## config.mk

```make
export PLATFORM = sky130hd
export DESIGN_NAME = sam_dev_flat
export DESIGN_NICKNAME = d
export VERILOG_FILES = /design/src/sam_pkg.sv /design/src/sam_link_if.sv /design/src/sam_dev.sv /design/src/flat_wrapper.sv
export SDC_FILE = /design/constraint.sdc
export NUM_CORES = 1
export LEC_CHECK = 0
export ABC_AREA = 1
export BUFFER_PORTS_ARGS = -buffer_cell sky130_fd_sc_hd__buf_2
export CORE_MARGIN = 4
export CORE_UTILIZATION = 37
export CTS_CLUSTER_DIAMETER = 50
export CTS_CLUSTER_SIZE = 16
export DETAILED_ROUTE_END_ITERATION = 10
export PLACE_DENSITY = 0.6
export SLEW_MARGIN = 0
export SYNTH_ARGS = -nofsm -noshare
export SYNTH_HDL_FRONTEND = slang
export SYNTH_SLANG_ARGS = --single-unit
```

## constraint.sdc

```tcl
create_clock -name pclk -period 7.8 [get_ports pclk]
set_input_delay 1.95 -clock pclk [delete_from_list [all_inputs] [get_ports pclk]]
set_output_delay 1.95 -clock pclk [all_outputs]
set_load 0.01 [all_outputs]
```

## src/sam_pkg.sv

```systemverilog
package sam_pkg;
    // Converter word
    localparam int RES_W = 8;
    localparam int CONV_BITS = 8;
    localparam int LSB_BITS = 7;
    localparam int NCH_MAX = 8;
    localparam int ADDR_W = 4;
    localparam int CH_DEFAULT = 8;
    localparam logic [RES_W-1:0] TRIAL_INIT = 8'h80;
    localparam logic [RES_W-1:0] RES_ZERO = 8'h00;
    localparam logic [ADDR_W-1:0] ADDR_RST = 4'h0;
    // Address field positions after alignment
    localparam int F_SGL = 3;
    localparam int F_ODD = 2;
    localparam int F_SEL1 = 1;
    localparam int F_SEL0 = 0;
    // Serial clock timing
    localparam int CLK_MHZ = 50;
    localparam int SCLK_MAX_KHZ = 400;
    localparam int T_MIN_PHASE_NS = 1000;
    localparam int T_MAX_HIGH_NS = 60000;
    localparam int T_HALF_NS = 1250;
    localparam int HALF_CYC = (T_HALF_NS * CLK_MHZ + 999) / 1000;
    localparam int DIV_W = 16;
    localparam int CNT_W = 5;
    // Register bus
    localparam int PADDR_W = 4;
    localparam int PDATA_W = 32;
    localparam logic [PADDR_W-1:0] OFS_CMD = 4'h0;
    localparam logic [PADDR_W-1:0] OFS_STAT = 4'h4;
    localparam logic [PADDR_W-1:0] OFS_RES = 4'h8;
    // Command word bits
    localparam int B_LSB = 0;
    localparam int B_SEL0 = 1;
    localparam int B_SEL1 = 2;
    localparam int B_ODD = 3;
    localparam int B_SGL = 4;
    localparam int B_GO = 8;
    // Status word bits; result word holds both orders
    localparam int B_BUSY = 0;
    localparam int B_DONE = 1;
    localparam int R_LSB = 8;

    // Address bits that follow the start bit
    function automatic int addr_bits(input int ch);
        if (ch == 8) begin
            return 4;
        end else if (ch == 4) begin
            return 3;
        end else if (ch == 2) begin
            return 2;
        end
        return 0;
    endfunction : addr_bits

    typedef enum logic [5:0] {
        SAM_D_IDLE = 6'b000001,
        SAM_D_ADDR = 6'b000010,
        SAM_D_SETTLE = 6'b000100,
        SAM_D_CONV = 6'b001000,
        SAM_D_LSB = 6'b010000,
        SAM_D_TAIL = 6'b100000
    } sam_dst_t;

    typedef enum logic [1:0] {
        SAM_H_IDLE = 2'b01,
        SAM_H_RUN = 2'b10
    } sam_hst_t;
endpackage : sam_pkg

```

## src/sam_link_if.sv

```systemverilog
`timescale 1ns/1ps
interface sam_link_if;
    logic cs_n;
    logic sclk;
    logic serial_in;
    logic lsb_first_shift_n;
    logic dout;
    logic dout_oe;
    logic conversion_active;
    // Level seen on the data-out wire; undriven reads as low
    logic dout_line;
    assign dout_line = dout_oe & dout;

    modport dev (
        input cs_n,
        input sclk,
        input serial_in,
        input lsb_first_shift_n,
        output dout,
        output dout_oe,
        output conversion_active
    );
    modport host (
        output cs_n,
        output sclk,
        output serial_in,
        output lsb_first_shift_n,
        input dout,
        input dout_oe,
        input conversion_active,
        input dout_line
    );
endinterface : sam_link_if

```

## src/sam_dev.sv

```systemverilog
`timescale 1ns/1ps
module sam_dev #(
    parameter int CHANNELS = sam_pkg::CH_DEFAULT
) (
    // Clock and reset
    input wire logic pclk,
    input wire logic presetn,
    // Link
    sam_link_if.dev link,
    // Analog inputs as codes
    input wire logic [sam_pkg::NCH_MAX-1:0][sam_pkg::RES_W-1:0] ain,
    input wire logic [sam_pkg::RES_W-1:0] com_in,
    // Result
    output logic [sam_pkg::RES_W-1:0] result,
    output logic result_valid
);
    import sam_pkg::*;

    localparam int AB = addr_bits(CHANNELS);
    localparam int ALIGN = ADDR_W - AB;
    localparam logic [CNT_W-1:0] ADDR_LAST = CNT_W'(AB - 1);
    localparam logic [CNT_W-1:0] CONV_LAST = CNT_W'(CONV_BITS - 1);
    localparam logic [CNT_W-1:0] LSB_LAST = CNT_W'(LSB_BITS - 1);
    localparam logic [CNT_W-1:0] CNT_ZERO = 5'h00;
    localparam logic [LSB_BITS-1:0] LSB_ZERO = 7'h00;

    sam_dst_t state_ff, nxt_state;
    logic [CNT_W-1:0] cnt_ff, nxt_cnt;
    logic [ADDR_W-1:0] addr_ff, nxt_addr;
    logic [RES_W-1:0] diff_ff, nxt_diff;
    logic [RES_W-1:0] res_ff, nxt_res;
    logic [RES_W-1:0] trial_ff, nxt_trial;
    logic [LSB_BITS-1:0] lsb_sr_ff, nxt_lsb_sr;
    logic dout_ff, nxt_dout;
    logic oe_ff, nxt_oe;
    logic act_ff, nxt_act;
    logic valid_ff, nxt_valid;
    logic sclk_q_ff;

    logic rise;
    logic fall;
    logic [2:0] pos_idx;
    logic [2:0] neg_idx;
    logic [1:0] pair;
    logic [RES_W-1:0] pos_v;
    logic [RES_W-1:0] neg_v;
    logic [RES_W-1:0] diff_now;
    logic [RES_W-1:0] probe;
    logic cmp;
    logic lsb_go;

    assign rise = link.sclk & ~sclk_q_ff;
    assign fall = ~link.sclk & sclk_q_ff;

    // Mux decode from the latched address
    always_comb begin
        pair = 2'b00;
        if (CHANNELS == 8) begin
            pair = {addr_ff[F_SEL1], addr_ff[F_SEL0]};
        end else if (CHANNELS == 4) begin
            pair = {1'b0, addr_ff[F_SEL1]};
        end
        pos_idx = {pair, addr_ff[F_ODD]};
        neg_idx = {pair, ~addr_ff[F_ODD]};
        if (CHANNELS == 1) begin
            pos_idx = 3'h0;
            neg_idx = 3'h1;
        end
        pos_v = ain[pos_idx];
        if (CHANNELS != 1 && addr_ff[F_SGL]) begin
            // Smaller parts tie common to ground
            neg_v = (CHANNELS == 8) ? com_in : RES_ZERO;
        end else begin
            neg_v = ain[neg_idx];
        end
        diff_now = (pos_v > neg_v) ? pos_v - neg_v : RES_ZERO;
    end

    // Successive approximation step against the held difference
    assign probe = res_ff | trial_ff;
    assign cmp = diff_ff >= probe;
    // Eight-channel part waits for shift enable; others run on
    assign lsb_go = (CHANNELS == 8) ? ~link.lsb_first_shift_n : 1'b1;

    always_comb begin
        nxt_state = state_ff;
        nxt_cnt = cnt_ff;
        nxt_addr = addr_ff;
        nxt_diff = diff_ff;
        nxt_res = res_ff;
        nxt_trial = trial_ff;
        nxt_lsb_sr = lsb_sr_ff;
        nxt_dout = dout_ff;
        nxt_oe = oe_ff;
        nxt_act = act_ff;
        nxt_valid = valid_ff;
        if (link.cs_n) begin
            nxt_state = SAM_D_IDLE;
            nxt_cnt = CNT_ZERO;
            nxt_addr = ADDR_RST;
            nxt_diff = RES_ZERO;
            nxt_res = RES_ZERO;
            nxt_trial = TRIAL_INIT;
            nxt_lsb_sr = LSB_ZERO;
            nxt_dout = 1'b0;
            nxt_oe = 1'b0;
            nxt_act = 1'b0;
            nxt_valid = 1'b0;
        end else begin
            if (rise && act_ff && (state_ff == SAM_D_LSB || state_ff == SAM_D_TAIL)) begin
                nxt_act = 1'b0;
            end
            unique case (state_ff)
                SAM_D_IDLE: begin
                    if (rise) begin
                        if (AB == 0) begin
                            nxt_state = SAM_D_SETTLE;
                        end else if (link.serial_in) begin
                            nxt_state = SAM_D_ADDR;
                            nxt_cnt = CNT_ZERO;
                        end
                    end
                end
                SAM_D_ADDR: begin
                    if (rise) begin
                        nxt_addr = {addr_ff[ADDR_W-2:0], link.serial_in};
                        nxt_cnt = cnt_ff + 5'h01;
                        if (cnt_ff == ADDR_LAST) begin
                            nxt_addr = nxt_addr << ALIGN;
                            nxt_state = SAM_D_SETTLE;
                        end
                    end
                end
                SAM_D_SETTLE: begin
                    if (fall) begin
                        // Input is ignored from here on
                        nxt_diff = diff_now;
                        nxt_dout = 1'b0;
                        nxt_oe = 1'b1;
                        nxt_act = 1'b1;
                        nxt_cnt = CNT_ZERO;
                        nxt_state = SAM_D_CONV;
                    end
                end
                SAM_D_CONV: begin
                    if (fall) begin
                        nxt_dout = cmp;
                        nxt_res = cmp ? probe : res_ff;
                        nxt_trial = trial_ff >> 1;
                        nxt_cnt = cnt_ff + 5'h01;
                        if (cnt_ff == CONV_LAST) begin
                            nxt_cnt = CNT_ZERO;
                            nxt_valid = 1'b1;
                            nxt_lsb_sr = nxt_res[RES_W-1:1];
                            nxt_state = (CHANNELS == 1) ? SAM_D_TAIL : SAM_D_LSB;
                        end
                    end
                end
                SAM_D_LSB: begin
                    if (fall && lsb_go) begin
                        nxt_dout = lsb_sr_ff[0];
                        nxt_lsb_sr = lsb_sr_ff >> 1;
                        nxt_cnt = cnt_ff + 5'h01;
                        if (cnt_ff == LSB_LAST) begin
                            nxt_state = SAM_D_TAIL;
                        end
                    end
                end
                SAM_D_TAIL: begin
                    if (fall) begin
                        nxt_dout = 1'b0;
                    end
                end
                default: begin
                    nxt_state = SAM_D_IDLE;
                end
            endcase
        end
        // Stages that a smaller part does not load; not while shifting, or loaded bits get overwritten
        if (CHANNELS == 4 && nxt_state != SAM_D_ADDR) begin
            nxt_addr[F_SEL0] = 1'b1;
        end else if (CHANNELS == 2 && nxt_state != SAM_D_ADDR) begin
            nxt_addr[F_SEL0] = 1'b0;
            nxt_addr[F_SEL1] = 1'b1;
        end
    end

    always_ff @(posedge pclk or negedge presetn) begin
        if (!presetn) begin
            state_ff <= SAM_D_IDLE;
            cnt_ff <= CNT_ZERO;
            addr_ff <= ADDR_RST;
            diff_ff <= RES_ZERO;
            res_ff <= RES_ZERO;
            trial_ff <= TRIAL_INIT;
            lsb_sr_ff <= LSB_ZERO;
            dout_ff <= 1'b0;
            oe_ff <= 1'b0;
            act_ff <= 1'b0;
            valid_ff <= 1'b0;
            sclk_q_ff <= 1'b0;
        end else begin
            state_ff <= nxt_state;
            cnt_ff <= nxt_cnt;
            addr_ff <= nxt_addr;
            diff_ff <= nxt_diff;
            res_ff <= nxt_res;
            trial_ff <= nxt_trial;
            lsb_sr_ff <= nxt_lsb_sr;
            dout_ff <= nxt_dout;
            oe_ff <= nxt_oe;
            act_ff <= nxt_act;
            valid_ff <= nxt_valid;
            sclk_q_ff <= link.sclk;
        end
    end

    assign link.dout = dout_ff;
    assign link.dout_oe = oe_ff;
    assign link.conversion_active = act_ff;
    assign result = res_ff;
    assign result_valid = valid_ff;
endmodule : sam_dev

```

## src/flat_wrapper.sv

```systemverilog
// flat-port wrapper written by rule: the top's interface ports become plain ports
module sam_dev_flat import sam_pkg::*;
#(
    parameter int CHANNELS = sam_pkg::CH_DEFAULT
)
  (pclk, presetn, ain, com_in, result, result_valid, link_cs_n, link_sclk, link_serial_in, link_lsb_first_shift_n, link_dout, link_dout_oe, link_conversion_active);
  sam_link_if link_i ();
  input wire logic pclk;
  input wire logic presetn;
  input wire logic [sam_pkg::NCH_MAX-1:0][sam_pkg::RES_W-1:0] ain;
  input wire logic [sam_pkg::RES_W-1:0] com_in;
  output logic [sam_pkg::RES_W-1:0] result;
  output logic result_valid;
  input wire logic [$bits(link_i.cs_n)-1:0] link_cs_n;
  input wire logic [$bits(link_i.sclk)-1:0] link_sclk;
  input wire logic [$bits(link_i.serial_in)-1:0] link_serial_in;
  input wire logic [$bits(link_i.lsb_first_shift_n)-1:0] link_lsb_first_shift_n;
  output wire logic [$bits(link_i.dout)-1:0] link_dout;
  output wire logic [$bits(link_i.dout_oe)-1:0] link_dout_oe;
  output wire logic [$bits(link_i.conversion_active)-1:0] link_conversion_active;
  assign link_i.cs_n = link_cs_n;
  assign link_i.sclk = link_sclk;
  assign link_i.serial_in = link_serial_in;
  assign link_i.lsb_first_shift_n = link_lsb_first_shift_n;
  assign link_dout = link_i.dout;
  assign link_dout_oe = link_i.dout_oe;
  assign link_conversion_active = link_i.conversion_active;
  sam_dev #(.CHANNELS(CHANNELS)) u_core (.pclk(pclk), .presetn(presetn), .link(link_i), .ain(ain), .com_in(com_in), .result(result), .result_valid(result_valid));
endmodule
```

==> flow_metrics.py <==
metrics = {
    "hold_path": {
        "min-delay-start": "u_core.lsb_sr_ff[4]$_DFFE_PN0P_",
        "whs_endpoint": "u_core.lsb_sr_ff[4]$_DFFE_PN0P_",
        "hp-class": "reg -> reg",
        "holdPathStages": 2,
    },
    "timing": {
        "setup_viol_count_final": 0,
        "drv_slew": 0,
        "clock_skew_ns": 0.008200,
        "whs_ns": 0.4825,
        "max_freq_mhz": 259.3,
        "finalCritPeriodShare_pct": 49.44,
        "slew_headroom_pct": 56.98,
        "hold_violations": 0,
        "tns_ns": 0,
        "tightest_slew_ns": 0.6447,
        "rsz0062_at_grt": "false",
        "fin_crit_ns": 3.856,
    },
    "floorplan": {
        "row_count": 39,
        "die_w_um": 116.8,
        "initial_core_util_pct": 38.05,
        "die_h_um": 116.8,
        "core_um2": 11520,
        "die_area_um2": 13650,
        "num_io_pins": 90,
    },
    "logic_synthesis": {
        "synth-seq-area-share_pct": 29.18,
        "yosysUniqueCellTypes": 35,
        "syn-instance-count": 691,
        "synth_top_family_by_area": "simple AND/OR/NAND/NOR gates",
        "synth-seq-cells": 51,
        "syn_area_per_cell_um2": 6.341,
        "synth-simple-area-share_pct": 31.01,
        "synth_xor_area_share_pct": 0.9994,
        "synth_compound_area_share_pct": 21.90,
        "synth_adder_area_share_pct": 5.597,
        "yosysWarningCount": 0,
        "synthMuxAreaShare_pct": 0,
        "syn-num-nets": 788,
        "synth_area_um2": 4382,
    },
    "finish": {
        "synthToLayoutAreaGrowth_pct": 15.33,
        "antenna_cells": 0,
        "drive_gt1_share_pct": 16.07,
        "fillers": 1238,
        "nNetsFinal": 856,
        "final-instance-count-excl-fill": 902,
    },
    "critical_path": {
        "critPathLaunchType": "input pin",
        "timing.rr.start": "u_core.addr_ff[0]$_DFFE_PN0P_",
        "reg2reg_slack_ns": 4.44,
        "crit_path_end_kind": "flip-flop",
        "cp_data_required_time_ns": 8.02,
        "path_class": "in -> reg",
        "rr_worst_depth": 14,
        "cp_max_fo": 8,
        "r2r_end": "u_core.diff_ff[7]$_DFFE_PN0P_",
        "crit_arrival_ns": 4.07,
    },
    "pwr": {
        "peakVddDrop_uv": 85.44,
        "power.leakage_nw": 2.704,
        "p_per_area_nw_per_um2": 163.4,
        "power_w": 0.0008260,
    },
    "detailed_routing": {
        "vias": 4767,
        "top_layer": "met4",
        "drc": 0,
        "wl_um": 12320,
        "ant_nets": 0,
        "wl_met1_um": 5568,
        "wl_met2_um": 5838,
        "first_iter_violations": 270,
        "viasPerCell": 5.285,
        "drt_first_pass_iters": 5,
        "wl_per_cell_um": 13.66,
        "wl_met3_um": 707,
    },
    "clock_network": {
        "cts_buffer_depth": 2,
        "htree_num_levels": 2,
        "cts.sinks": 51,
        "cts_root_buf": "clkbuf_16",
        "hold_buffers": 0,
        "clk_latency_ns": 0.29,
        "cts_tree": "done",
        "path_clk_slew_ns": 0.06,
        "cts_resized": 0,
        "numCtsBuffers": 5,
        "post_cts.repair.setup_buffers": 0,
    },
    "run_status": {
        "status": "finished clean",
    },
    "placed_design": {
        "placedCellCount": 895,
        "io_buffers": 89,
        "dp_hpwl_um": 9408,
        "gp_congestion": 0.8620,
    },
    "grt": {
        "grt_max_degree": 72,
        "grt_pass1_wl_um": 20730,
        "grt_pass1_vias": 4445,
        "antenna_found_initial": 0,
        "grt_overflow": 0,
        "grtUsageTotal_pct": 18.47,
    },
    "run": {
        "maxCapViolCount": 0,
    },
}
-- power breakdown --
| part | internal [W] | switching [W] |
|---|---|---|
| Combinational | 0.0000955 | 0.000181 |
| Sequential | 0.000287 | 0.0000214 |
| Clock | 0.000150 | 0.0000909 |
-- cells in the mapped netlist --
cell type / instances / area (um2)
a21o_1: 2 / 15.01
nand3_2: 2 / 20.02
or2_2: 2 / 12.51
o21a_2: 1 / 8.760
o21ai_0: 75 / 375.4
a21oi_1: 59 / 295.3
ha_1: 18 / 225.2
dfstp_2: 2 / 52.55
o21a_1: 1 / 7.510
clkinv_1: 1 / 3.750
fa_1: 1 / 20.02
dfrtp_1: 49 / 1226
a31oi_1: 7 / 43.79
nand2_2: 3 / 18.77
clkbuf_1: 21 / 78.83
buf_2: 9 / 45.04
o21ai_2: 1 / 8.760
nand4_1: 5 / 31.28
o211ai_1: 16 / 120.1
xnor2_1: 2 / 17.52
inv_1: 92 / 345.3
inv_2: 1 / 3.750
xor2_1: 3 / 26.28
nor2_2: 5 / 31.28
nand2_1: 166 / 623.1
nand3_1: 61 / 305.3
nand3b_1: 4 / 30.03
buf_4: 1 / 7.510
nand2_4: 1 / 11.26
o22ai_1: 12 / 75.07
nor3_1: 1 / 5.000
nor2_1: 60 / 225.2
o21ai_1: 2 / 10.01
buf_6: 1 / 11.26
nor2_4: 4 / 45.04
-- cells by family after synthesis --
group | count (synthesis)
and+or+nand+nor | 314
AOI/OAI and AO/OA | 176
buffers and inverters | 126
DFF | 51
adders and majority gates | 19
xor gates and xnor gates | 5
-- state kept, by name, summed over array words and instances (netlist names) --
| signal | count |
|---|---|
| u_core.diff_ff | 8 |
| u_core.link.dout_oe | 1 |
| u_core.state_ff | 6 |
| u_core.addr_ff | 4 |
| u_core.cnt_ff | 5 |
| u_core.trial_ff | 8 |
| u_core.sclk_q_ff | 1 |
| u_core.link.dout | 1 |
| u_core.result | 8 |
| u_core.link.conversion_active | 1 |
| u_core.lsb_sr_ff | 7 |
| u_core.result_valid | 1 |
-- placed cells by master (no fill, tap or decap), drive strengths merged, types with 16 or more instances in the layout --
| master | count |
|---|---|
| nand3 | 63 |
| o21ai | 78 |
| inv | 93 |
| nor2 | 69 |
| nand2 | 170 |
| dfrtp | 49 |
| buf | 93 |
| o211ai | 16 |
| ha | 18 |
| a21oi | 59 |
-- how the worst max path moves through the flow --
stage	slack, ns	from	cells past startpoint	end
6_report	3.94	ain[32]	13	u_core.diff_ff[7]$_DFFE_PN0P_
2_1_floorplan	3.98	ain[33]	13	u_core.diff_ff[3]$_DFFE_PN0P_
4_1_cts	3.94	ain[0]	14	u_core.diff_ff[7]$_DFFE_PN0P_
3_3_place_gp	3.70	ain[33]	14	u_core.diff_ff[7]$_DFFE_PN0P_
5_1_grt	3.72	ain[0]	14	u_core.diff_ff[7]$_DFFE_PN0P_
3_5_place_dp	3.66	ain[49]	14	u_core.diff_ff[7]$_DFFE_PN0P_
-- routing by layer --
layer | vias to the layer above | global-route usage (%)
met5 | - | 0
li1 | 2405 | -
met1 | 2193 | 25.15
met2 | 148 | 30.72
met3 | 21 | 3.136
met4 | 0 | 4.434
-- worst max-delay path: stages --
cell and delay [ns]:
buf_2 0.09, inv_1 0.05, a21oi_1 0.13, o21ai_0 0.10, nand3_1 0.09, o21ai_0 0.11
ha_1 0.28, fa_1 0.41, o21ai_0 0.33, a21oi_1 0.16, nor2_4 0.21, nand3_1 0.10
nand2_1 0.08
-- final cells by class --
class	instances	area [um2]	share of cell area (%)
flip-flops and latches	51	1280	25.33
inverters	94	352.8	6.982
repair buffers	93	475.5	9.408
multi-input cells	514	2608	51.60
clock buffers	6	128.9	2.550
well taps	143	178.9	3.540
clock inverters	1	30.03	0.5942
-- stage by stage --
step                      area [um2]  utilization, %  worst slack [ns]
final                           5054           43.88             3.944
after global routing            5054           43.88             3.722
after CTS                       5054           43.88             3.940
after detailed placement        4895           42.50             3.660
after global placement          4895           42.50             3.704
after floorplan                 4382               -             3.978
Power figures use the tool's default switching activity.
